===== config.mk =====
export PLATFORM = sky130hd
export DESIGN_NAME = amc_aux_channels
export DESIGN_NICKNAME = d
export VERILOG_FILES = /design/src/hw/amc_pkg.sv /design/src/hw/amc_aux_channels.sv
export SDC_FILE = /design/constraint.sdc
export NUM_CORES = 1
export LEC_CHECK = 0
export ABC_AREA = 0
export BUFFER_PORTS_ARGS = -buffer_cell sky130_fd_sc_hd__buf_2
export CELL_PAD_IN_SITES_DETAIL_PLACEMENT = 0
export CELL_PAD_IN_SITES_GLOBAL_PLACEMENT = 1
export CORE_UTILIZATION = 30
export CTS_CLUSTER_SIZE = 14
export DETAILED_ROUTE_END_ITERATION = 12
export HOLD_SLACK_MARGIN = 0.15
export PLACE_DENSITY = 0.6
export SYNTH_ARGS = -nofsm -noshare
export SYNTH_HDL_FRONTEND = slang
export SYNTH_SLANG_ARGS = --single-unit

===== constraint.sdc =====
create_clock -name i_mclk -period 3.54 [get_ports i_mclk]
set_input_delay 0.177 -clock i_mclk [delete_from_list [all_inputs] [get_ports i_mclk]]
set_output_delay 0.177 -clock i_mclk [all_outputs]
set_load 0.005 [all_outputs]

===== src/hw/amc_pkg.sv =====
// Constants, register map and carrier types of the auxiliary channel block
package amc_pkg;
	// Bus timing of the auxiliary link
	localparam int CLK_PERIOD_NS = 4;
	localparam int QUARTER_NS = 625;
	localparam int QUARTER_CYC = (QUARTER_NS + CLK_PERIOD_NS - 1) / CLK_PERIOD_NS;
	localparam logic [7:0] QUARTER_LAST = 8'(QUARTER_CYC - 1);
	// Register indices; byte address is four times the index
	localparam logic [7:0] IDX_CH3_ADDR = 8'h2e;
	localparam logic [7:0] IDX_CH3_REG = 8'h2f;
	localparam logic [7:0] IDX_CH3_CTRL = 8'h30;
	localparam logic [7:0] IDX_CH4_ADDR = 8'h31;
	localparam logic [7:0] IDX_CH4_REG = 8'h32;
	localparam logic [7:0] IDX_CH4_WDATA = 8'h33;
	localparam logic [7:0] IDX_CH4_CTRL = 8'h34;
	localparam logic [7:0] IDX_CH4_RDATA = 8'h35;
	localparam logic [7:0] IDX_STATUS = 8'h36;
	localparam logic [7:0] IDX_MASK = 8'h38;
	localparam logic [7:0] IDX_STORE_BASE = 8'h49;
	localparam logic [7:0] IDX_CH3_WDATA = 8'h66;
	localparam logic [7:0] IDX_RATE_SEL = 8'h67;
	localparam logic [7:0] STORE_DEPTH = 8'h10;
	localparam logic [7:0] REG_RESET = 8'h00;
	// Field positions
	localparam int ADDR_RNW_BIT = 7;
	localparam int CTRL_EN_BIT = 7;
	localparam int CTRL_SWAP_BIT = 6;
	localparam int CTRL_IRQEN_BIT = 6;
	localparam int CTRL_SKIP_BIT = 5;
	localparam int CTRL_GRP_BIT = 4;
	localparam int ST_CH4_DONE = 6;
	localparam int ST_CH4_NACK = 4;
	localparam int ST_CH3_NACK = 3;
	localparam int SEL_CH3_BIT = 3;
	localparam int SEL_CH4_BIT = 4;
	localparam logic [3:0] ACK_BIT = 4'h8;
	localparam logic [3:0] CH4_LEN = 4'h1;

	typedef enum {FSM_IDLE, FSM_START, FSM_BYTE, FSM_STOP} amc_fsm_type;
	typedef enum {PH_ADDR_W, PH_REG, PH_ADDR_R, PH_DATA} amc_phase_type;

	typedef struct packed {
		logic psel;
		logic penable;
		logic pwrite;
		logic [31:0] paddr;
		logic [31:0] pwdata;
	} amc_apb_req_type;

	typedef struct packed {
		logic [31:0] prdata;
		logic pready;
		logic pslverr;
	} amc_apb_rsp_type;

	typedef struct packed {
		logic [7:0] ch3_addr;
		logic [7:0] ch3_reg;
		logic [7:0] ch3_ctrl;
		logic [7:0] ch3_wr;
		logic [7:0] ch4_addr;
		logic [7:0] ch4_reg;
		logic [7:0] ch4_wr;
		logic [7:0] ch4_ctrl;
		logic [7:0] ch4_rd;
		logic [7:0] status;
		logic [7:0] mask;
		logic [7:0] rate_sel;
		logic [15:0][7:0] store;
		amc_apb_rsp_type apb;
		amc_fsm_type fsm;
		amc_phase_type phase;
		logic [7:0] qcnt;
		logic [1:0] quarter;
		logic [3:0] bitn;
		logic [7:0] shift;
		logic [3:0] cnt;
		logic pend;
		logic [7:0] pend_byte;
		logic ctx_ch4;
		logic ctx_rnw;
		logic ctx_skip;
		logic ctx_swap;
		logic ctx_grp;
		logic [6:0] ctx_addr;
		logic [7:0] ctx_reg;
		logic [3:0] ctx_len;
		logic ch3_due;
		logic ch4_due;
		logic [4:0] period_cnt;
		logic scl_oe;
		logic sda_oe;
		logic line_level;
		logic scl_s1;
		logic scl_s2;
		logic sda_s1;
		logic sda_s2;
		logic irq;
	} amc_state_type;
endpackage


===== src/hw/amc_aux_channels.sv =====
// Auxiliary link master for the repeating channel 3 and one-shot channel 4
//
// Our own choice: the APB slave port.
`timescale 1ns/10ps
`default_nettype none
module amc_aux_channels
(
	input wire logic i_mclk,
	input wire logic i_rst,
	input wire amc_pkg::amc_apb_req_type i_apb,
	output var amc_pkg::amc_apb_rsp_type o_apb,
	input wire logic i_sample_tick,
	input wire logic i_low_busy,
	input wire logic i_scl,
	output logic o_scl_o,
	output logic o_scl_oe,
	input wire logic i_sda,
	output logic o_sda_o,
	output logic o_sda_oe,
	output logic o_irq
);

	amc_pkg::amc_state_type s_reg;
	amc_pkg::amc_state_type s_next;

	always_comb
	begin
		logic [7:0] idx;
		logic [7:0] sidx;
		logic [7:0] wbyte;
		logic [7:0] set_bits;
		logic [7:0] clr_bits;
		logic [7:0] gate;
		logic qend;
		logic bend;
		logic rx;
		logic pair_start;
		logic more;
		logic commit;
		s_next = s_reg;
		idx = i_apb.paddr[9:2];
		sidx = idx - amc_pkg::IDX_STORE_BASE;
		set_bits = amc_pkg::REG_RESET;
		clr_bits = amc_pkg::REG_RESET;
		s_next.line_level = 1'b0;
		wbyte = s_reg.ctx_ch4 ? s_reg.ch4_wr : s_reg.ch3_wr;
		rx = (s_reg.phase == amc_pkg::PH_DATA) && s_reg.ctx_rnw;
		more = ({1'b0, s_reg.cnt} + 5'h01) < {1'b0, s_reg.ctx_len};
		pair_start = ((s_reg.ctx_reg[0] ^ s_reg.cnt[0]) == s_reg.ctx_grp);

		// Pin synchronisers
		s_next.scl_s1 = i_scl;
		s_next.scl_s2 = s_reg.scl_s1;
		s_next.sda_s1 = i_sda;
		s_next.sda_s2 = s_reg.sda_s1;

		// Sample period bookkeeping
		if (i_sample_tick)
		begin
			if (s_reg.period_cnt >= s_reg.ch4_ctrl[4:0])
				s_next.period_cnt = 5'h00;
			else
				s_next.period_cnt = s_reg.period_cnt + 5'h01;
			if (s_reg.ch3_ctrl[amc_pkg::CTRL_EN_BIT] &&
				s_reg.ch3_ctrl[3:0] != 4'h0 &&
				(!s_reg.rate_sel[amc_pkg::SEL_CH3_BIT] ||
				s_reg.period_cnt == 5'h00))
				s_next.ch3_due = 1'b1;
			if (s_reg.ch4_ctrl[amc_pkg::CTRL_EN_BIT] &&
				(!s_reg.rate_sel[amc_pkg::SEL_CH4_BIT] ||
				s_reg.period_cnt == 5'h00))
				s_next.ch4_due = 1'b1;
		end

		// Quarter-bit timing with clock stretching while SCL is released
		qend = 1'b0;
		if (s_reg.fsm != amc_pkg::FSM_IDLE)
		begin
			if (s_reg.quarter == 2'h1 && !s_reg.scl_oe && !s_reg.scl_s2)
				s_next.qcnt = 8'h00;
			else if (s_reg.qcnt == amc_pkg::QUARTER_LAST)
			begin
				s_next.qcnt = 8'h00;
				s_next.quarter = s_reg.quarter + 2'h1;
				qend = 1'b1;
			end
			else
				s_next.qcnt = s_reg.qcnt + 8'h01;
		end
		bend = qend && s_reg.quarter == 2'h3;

		unique case (s_reg.fsm)
			amc_pkg::FSM_IDLE:
			begin
				s_next.qcnt = 8'h00;
				s_next.quarter = 2'h0;
				s_next.cnt = 4'h0;
				s_next.pend = 1'b0;
				if (s_reg.ch3_due && !i_low_busy)
				begin
					if (s_reg.ch3_ctrl[amc_pkg::CTRL_EN_BIT] &&
						s_reg.ch3_ctrl[3:0] != 4'h0)
					begin
						s_next.fsm = amc_pkg::FSM_START;
						s_next.ctx_ch4 = 1'b0;
						s_next.ctx_rnw = s_reg.ch3_addr[amc_pkg::ADDR_RNW_BIT];
						s_next.ctx_addr = s_reg.ch3_addr[6:0];
						s_next.ctx_reg = s_reg.ch3_reg;
						s_next.ctx_skip = s_reg.ch3_ctrl[amc_pkg::CTRL_SKIP_BIT];
						s_next.ctx_swap = s_reg.ch3_ctrl[amc_pkg::CTRL_SWAP_BIT];
						s_next.ctx_grp = s_reg.ch3_ctrl[amc_pkg::CTRL_GRP_BIT];
						s_next.ctx_len = s_reg.ch3_ctrl[3:0];
					end
					else
						s_next.ch3_due = 1'b0;
				end
				else if (s_reg.ch4_due && !s_reg.ch3_due && !i_low_busy)
				begin
					if (s_reg.ch4_ctrl[amc_pkg::CTRL_EN_BIT])
					begin
						s_next.fsm = amc_pkg::FSM_START;
						s_next.ctx_ch4 = 1'b1;
						s_next.ctx_rnw = s_reg.ch4_addr[amc_pkg::ADDR_RNW_BIT];
						s_next.ctx_addr = s_reg.ch4_addr[6:0];
						s_next.ctx_reg = s_reg.ch4_reg;
						s_next.ctx_skip = s_reg.ch4_ctrl[amc_pkg::CTRL_SKIP_BIT];
						s_next.ctx_swap = 1'b0;
						s_next.ctx_grp = 1'b0;
						s_next.ctx_len = amc_pkg::CH4_LEN;
					end
					else
						s_next.ch4_due = 1'b0;
				end
				// Skip with read goes straight to the read address
				if (s_next.fsm == amc_pkg::FSM_START)
					s_next.phase = (s_next.ctx_skip && s_next.ctx_rnw) ?
						amc_pkg::PH_ADDR_R : amc_pkg::PH_ADDR_W;
			end
			amc_pkg::FSM_START:
			begin
				// Also serves as repeated start with SCL held low
				unique case (s_reg.quarter)
					2'h0: s_next.sda_oe = 1'b0;
					2'h1: s_next.scl_oe = 1'b0;
					2'h2: s_next.sda_oe = 1'b1;
					2'h3: s_next.scl_oe = 1'b1;
				endcase
				if (bend)
				begin
					s_next.fsm = amc_pkg::FSM_BYTE;
					s_next.bitn = 4'h0;
					s_next.shift = {s_reg.ctx_addr,
						s_reg.phase == amc_pkg::PH_ADDR_R};
				end
			end
			amc_pkg::FSM_BYTE:
			begin
				unique case (s_reg.quarter)
					2'h0:
						if (s_reg.bitn == amc_pkg::ACK_BIT)
							s_next.sda_oe = rx && more;
						else
							s_next.sda_oe = !rx && !s_reg.shift[7];
					2'h1: s_next.scl_oe = 1'b0;
					2'h2:
						// Keep a received byte intact over its ack bit
						if (qend && !(rx && s_reg.bitn == amc_pkg::ACK_BIT))
							s_next.shift = {s_reg.shift[6:0], s_reg.sda_s2};
					2'h3: s_next.scl_oe = 1'b1;
				endcase
				if (bend && s_reg.bitn != amc_pkg::ACK_BIT)
					s_next.bitn = s_reg.bitn + 4'h1;
				else if (bend && !rx && s_reg.shift[0])
				begin
					// Target refused the byte
					s_next.fsm = amc_pkg::FSM_STOP;
					if (s_reg.ctx_ch4)
						set_bits[amc_pkg::ST_CH4_NACK] = 1'b1;
					else
						set_bits[amc_pkg::ST_CH3_NACK] = 1'b1;
				end
				else if (bend)
				begin
					s_next.bitn = 4'h0;
					unique case (s_reg.phase)
						amc_pkg::PH_ADDR_W:
						begin
							s_next.phase = s_reg.ctx_skip ?
								amc_pkg::PH_DATA : amc_pkg::PH_REG;
							s_next.shift = s_reg.ctx_skip ? wbyte : s_reg.ctx_reg;
						end
						amc_pkg::PH_REG:
						begin
							if (s_reg.ctx_rnw)
							begin
								s_next.phase = amc_pkg::PH_ADDR_R;
								s_next.fsm = amc_pkg::FSM_START;
							end
							else
							begin
								s_next.phase = amc_pkg::PH_DATA;
								s_next.shift = wbyte;
							end
						end
						amc_pkg::PH_ADDR_R:
							s_next.phase = amc_pkg::PH_DATA;
						amc_pkg::PH_DATA:
						begin
							s_next.cnt = s_reg.cnt + 4'h1;
							s_next.shift = wbyte;
							if (!more)
								s_next.fsm = amc_pkg::FSM_STOP;
							if (rx && s_reg.ctx_ch4)
								s_next.ch4_rd = s_reg.shift;
							else if (rx)
							begin
								s_next.store[s_reg.cnt] = s_reg.shift;
								if (s_reg.pend)
								begin
									s_next.store[4'(s_reg.cnt - 4'h1)] =
										s_reg.shift;
									s_next.store[s_reg.cnt] = s_reg.pend_byte;
									s_next.pend = 1'b0;
								end
								else if (s_reg.ctx_swap && pair_start && more)
								begin
									s_next.pend = 1'b1;
									s_next.pend_byte = s_reg.shift;
								end
							end
						end
					endcase
				end
			end
			amc_pkg::FSM_STOP:
			begin
				unique case (s_reg.quarter)
					2'h0: s_next.sda_oe = 1'b1;
					2'h1: s_next.scl_oe = 1'b0;
					2'h2: s_next.sda_oe = 1'b0;
					2'h3: s_next.scl_oe = 1'b0;
				endcase
				if (bend)
				begin
					s_next.fsm = amc_pkg::FSM_IDLE;
					if (s_reg.ctx_ch4)
					begin
						set_bits[amc_pkg::ST_CH4_DONE] = 1'b1;
						s_next.ch4_ctrl[amc_pkg::CTRL_EN_BIT] = 1'b0;
						s_next.ch4_due = 1'b0;
					end
					else
						s_next.ch3_due = 1'b0;
				end
			end
		endcase

		// APB slave: one wait state, write takes effect with pready
		commit = i_apb.psel && i_apb.penable && s_reg.apb.pready;
		s_next.apb.pready = i_apb.psel && i_apb.penable && !s_reg.apb.pready;
		if (s_next.apb.pready)
		begin
			s_next.apb.pslverr = 1'b0;
			s_next.apb.prdata = 32'h0000_0000;
			unique case (idx)
				amc_pkg::IDX_CH3_ADDR: s_next.apb.prdata[7:0] = s_reg.ch3_addr;
				amc_pkg::IDX_CH3_REG: s_next.apb.prdata[7:0] = s_reg.ch3_reg;
				amc_pkg::IDX_CH3_CTRL: s_next.apb.prdata[7:0] = s_reg.ch3_ctrl;
				amc_pkg::IDX_CH3_WDATA: s_next.apb.prdata[7:0] = s_reg.ch3_wr;
				amc_pkg::IDX_CH4_ADDR: s_next.apb.prdata[7:0] = s_reg.ch4_addr;
				amc_pkg::IDX_CH4_REG: s_next.apb.prdata[7:0] = s_reg.ch4_reg;
				amc_pkg::IDX_CH4_WDATA: s_next.apb.prdata[7:0] = s_reg.ch4_wr;
				amc_pkg::IDX_CH4_CTRL: s_next.apb.prdata[7:0] = s_reg.ch4_ctrl;
				amc_pkg::IDX_CH4_RDATA: s_next.apb.prdata[7:0] = s_reg.ch4_rd;
				amc_pkg::IDX_STATUS: s_next.apb.prdata[7:0] = s_reg.status;
				amc_pkg::IDX_MASK: s_next.apb.prdata[7:0] = s_reg.mask;
				amc_pkg::IDX_RATE_SEL: s_next.apb.prdata[7:0] = s_reg.rate_sel;
				default:
					if (idx >= amc_pkg::IDX_STORE_BASE &&
						sidx < amc_pkg::STORE_DEPTH)
						s_next.apb.prdata[7:0] = s_reg.store[sidx[3:0]];
					else
						s_next.apb.pslverr = 1'b1;
			endcase
		end
		else
		begin
			s_next.apb.pslverr = 1'b0;
			s_next.apb.prdata = 32'h0000_0000;
		end
		if (commit && i_apb.pwrite)
		begin
			unique case (idx)
				amc_pkg::IDX_CH3_ADDR: s_next.ch3_addr = i_apb.pwdata[7:0];
				amc_pkg::IDX_CH3_REG: s_next.ch3_reg = i_apb.pwdata[7:0];
				amc_pkg::IDX_CH3_CTRL: s_next.ch3_ctrl = i_apb.pwdata[7:0];
				amc_pkg::IDX_CH3_WDATA: s_next.ch3_wr = i_apb.pwdata[7:0];
				amc_pkg::IDX_CH4_ADDR: s_next.ch4_addr = i_apb.pwdata[7:0];
				amc_pkg::IDX_CH4_REG: s_next.ch4_reg = i_apb.pwdata[7:0];
				amc_pkg::IDX_CH4_WDATA: s_next.ch4_wr = i_apb.pwdata[7:0];
				amc_pkg::IDX_CH4_CTRL: s_next.ch4_ctrl = i_apb.pwdata[7:0];
				amc_pkg::IDX_STATUS: clr_bits = i_apb.pwdata[7:0];
				amc_pkg::IDX_MASK: s_next.mask = i_apb.pwdata[7:0];
				amc_pkg::IDX_RATE_SEL: s_next.rate_sel = i_apb.pwdata[7:0];
				default: ;
			endcase
		end

		// Sticky status, a new event beats a clear in the same cycle
		s_next.status = (s_reg.status & ~clr_bits) | set_bits;
		gate = 8'hff;
		gate[amc_pkg::ST_CH4_DONE] = s_next.ch4_ctrl[amc_pkg::CTRL_IRQEN_BIT];
		s_next.irq = |(s_next.status & s_next.mask & gate);

		if (i_rst)
		begin
			s_next = '0;
			s_next.fsm = amc_pkg::FSM_IDLE;
			s_next.phase = amc_pkg::PH_ADDR_W;
			s_next.scl_s1 = 1'b1;
			s_next.scl_s2 = 1'b1;
			s_next.sda_s1 = 1'b1;
			s_next.sda_s2 = 1'b1;
		end
	end

	always_ff @(posedge i_mclk)
	begin
		s_reg <= s_next;
	end

	assign o_apb = s_reg.apb;
	assign o_scl_o = s_reg.line_level;
	assign o_scl_oe = s_reg.scl_oe;
	assign o_sda_o = s_reg.line_level;
	assign o_sda_oe = s_reg.sda_oe;
	assign o_irq = s_reg.irq;

endmodule
`default_nettype wire


==> results.sh <==
export IMPL_drv_cap=0
export IMPL_ios=112
export IMPL_slew_viol_final=0
export IMPL_n_fill_cell=6000
export IMPL_clk_pin_slew_ps=60
export IMPL_first_pass_iters=7
export IMPL_p_leak_nw=6.57
export IMPL_arrival_ps=3620
export IMPL_grt_pass1_wl_mm=96.2
export IMPL_crit_fanout=30
export IMPL_wirelength_mm=63.3
export IMPL_fin_area_mm2=0.0200
export IMPL_clk_latency_ps=580
export IMPL_cts_buffers=40
export IMPL_path_buf_inv=2
export IMPL_io_buffers=37
export IMPL_hold_viol=0
export IMPL_whs_ps=183
export IMPL_dpl_hpwl_mm=42.9
export IMPL_ys_top_cells_by_count="dfxtp_1 (341), a21oi_1 (204), nand2_1 (195), nor2_1 (155), clkbuf_1 (138)"
export IMPL_synth_most_common_cell="dfxtp_1"
export IMPL_synth_seq_cells=341
export IMPL_placed_area_mm2=0.0184
export IMPL_avgSynthCellArea_um2=8.61
export IMPL_worstPathRequired_ps=4030
export IMPL_die_x_um=244
export IMPL_vias=15900
export IMPL_slowest_stage="dfxtp_1"
export IMPL_status="finished, final reports clean"
export IMPL_cellPowerDensity_mw_per_mm2=438
export IMPL_drt_iter0_markers=1387
export IMPL_num_rows=88
export IMPL_synthArstFlopShare=0
export IMPL_synth_edf_count=0
export IMPL_syn_to_final_growth_pct=13.5
export IMPL_antenna_found_initial=0
export IMPL_rsz0062_at_grt="false"
export IMPL_clock_path_buffers=3
export IMPL_dieArea_mm2=0.0596
export IMPL_drc_errors=0
export IMPL_final_setup_viol_count=0
export IMPL_cts_tree="done"
export IMPL_grt_max_degree=123
export IMPL_place_congestion=0.878
export IMPL_vdd_drop_max_v=0.000299
export IMPL_r2r_slack_ps=410
export IMPL_drive_above_1_share=0.137
export IMPL_die_y_um=244
export IMPL_wl_per_cell_um=22.5
export IMPL_path_delay_family="simple AND/OR/NAND/NOR gates"
export IMPL_syn_area_mm2=0.0176
export IMPL_critPathLaunchType="flip-flop"
export IMPL_antenna_cells=0
export IMPL_synth_area_leaders="dfxtp_1 (39%), a21oi_1 (5.8%), a211oi_1 (4.6%), o22ai_1 (4.3%), nand2_1 (4.2%)"
export IMPL_max_stage_delay_ps=610
export IMPL_fin_worst_skew_ps=35.7
export IMPL_synth_warnings=0
export IMPL_crit_type="reg -> reg"
export IMPL_cts_repair_resized=0
export IMPL_synth_cells=2043
export IMPL_synth_cell_types=88
export IMPL_htree_levels=2
export IMPL_period_share=0.883
export IMPL_cts_root_buffer="clkbuf_16"
export IMPL_gr_total_overflow=0
export IMPL_post_cts_repair_setup_buffers=0
export IMPL_worst_pin_slew_ps=1150
export IMPL_yosysTopAreaCell="dfxtp_1"
export IMPL_crit_path_end_kind="flip-flop"
export IMPL_synth_main_ff_cell="dfxtp_1"
export IMPL_final_nets=2124
export IMPL_hp_class="in -> reg"
export IMPL_gr_usage_all_layers=0.208
export IMPL_clock_fmax_mhz=320
export IMPL_worstPathCellList="inv_1, ha_1, ha_1, a21bo_2, a21oi_1, nor4_1, o211ai_1, a21oi_1, buf_4, and2_1"
export IMPL_grt_pass1_vias=15200
export IMPL_synth_top_area_frac=0.388
export IMPL_finalCriticalPeriod_ps=3130
export IMPL_fin_setup_tns_ps=0
export IMPL_largest_reg_flops=328
export IMPL_core_area_mm2=0.0578
export IMPL_start_util=0.304
export IMPL_slew_headroom=0.226
export IMPL_antenna_left=0
export IMPL_clock_sinks=341
export IMPL_yosysSeqAreaShare=0.388
export IMPL_vias_per_cell=5.65
cells in the final DEF, fill, tap and decap left out, types with 8 or more instances in the layout:
cell and count:
nand3b_1 8, buf_2 36, inv_1 43, ha_1 31, o22ai_1 121, mux4_2 32
dfxtp_1 340, clkbuf_1 8, a221oi_1 17, and2_1 43, clkbuf_16 41, a22o_1 11
a31oi_1 11, nor4_1 27, nand4_1 11, nand3_1 88, mux2i_1 42, a211oi_1 108
o21ai_1 12, a22oi_1 25, nor2_1 154, and3_1 16, conb_1 26, a211oi_2 11
dlygate4sd3_1 18, o211ai_1 17, a222oi_1 16, nor3_1 20, o21ai_0 55, mux2_2 30
a21oi_1 204, xor2_1 10, nand2_1 195, buf_4 60, nand2b_1 19
tightest hold or removal path: stages:
cell and delay [ps]:
buf_2 140, nand2b_1 70, a21oi_1 40, buf_4 170, nor2_1 100
power by group:
part,switching [mW],internal [mW]
Sequential,0.0438,3.86
Clock,1.75,2.57
Combinational,0.365,0.156
path summary, 6_finish.rpt:
| check | startpoint | endpoint | cells past startpoint |
|---|---|---|---|
| worst max-delay path | s_reg[48] | s_reg[120] | 10 |
| worst min-delay path | i_apb[40] | o_apb[0] | 5 |
| worst max register to register | s_reg[48] | s_reg[120] | 10 |
| worst min register to register | s_reg[4] | s_reg[3] | 1 |
per-layer routing:
metal / part of all wire / vias up / GRT usage
met4: 0.036 / 0 / 0.0847
met3: 0.051 / 116 / 0.0258
met5: 0 / - / 0
met2: 0.45 / 500 / 0.326
met1: 0.46 / 7802 / 0.289
li1: - / 7503 / -
timing repair:
item,4_1_cts,5_1_grt
endpoints found under the setup margin,0,0
hold buffers,18,0
hold endpoints to repair,110,0
layout make-up:
| class | instances | area (um2) | area share |
|---|---|---|---|
| repair buffers | 119 | 906 | 0.0454 |
| inverters | 43 | 161 | 0.00808 |
| clock inverters | 17 | 205 | 0.0103 |
| well taps | 765 | 957 | 0.0479 |
| multi-input cells | 1475 | 9760 | 0.489 |
| clock buffers | 56 | 1150 | 0.0577 |
| flip-flops and latches | 341 | 6830 | 0.342 |
logic make-up after synthesis:
family / after synthesis / synth area share
buffers and inverters: 252 / 0.0639
and+or+nand+nor: 628 / 0.173
xor gates and xnor gates: 17 / 0.00925
AOI/OAI and AO/OA: 669 / 0.259
muxes: 104 / 0.0841
adders and majority gates: 31 / 0.0220
other: 1 / 0.000213
DFF: 341 / 0.388
per-stage QoR:
step	instances	utilization	total power, mW	setup slack, ps
2_1_floorplan	2068	-	4.32	738
3_3_place_gp	2725	0.319	4.49	587
3_5_place_dp	2725	0.319	4.49	494
4_1_cts	2816	0.345	8.84	443
5_1_grt	2816	0.345	9.04	189
6_report	2816	0.345	8.75	415
Power figures use the tool's default switching activity.
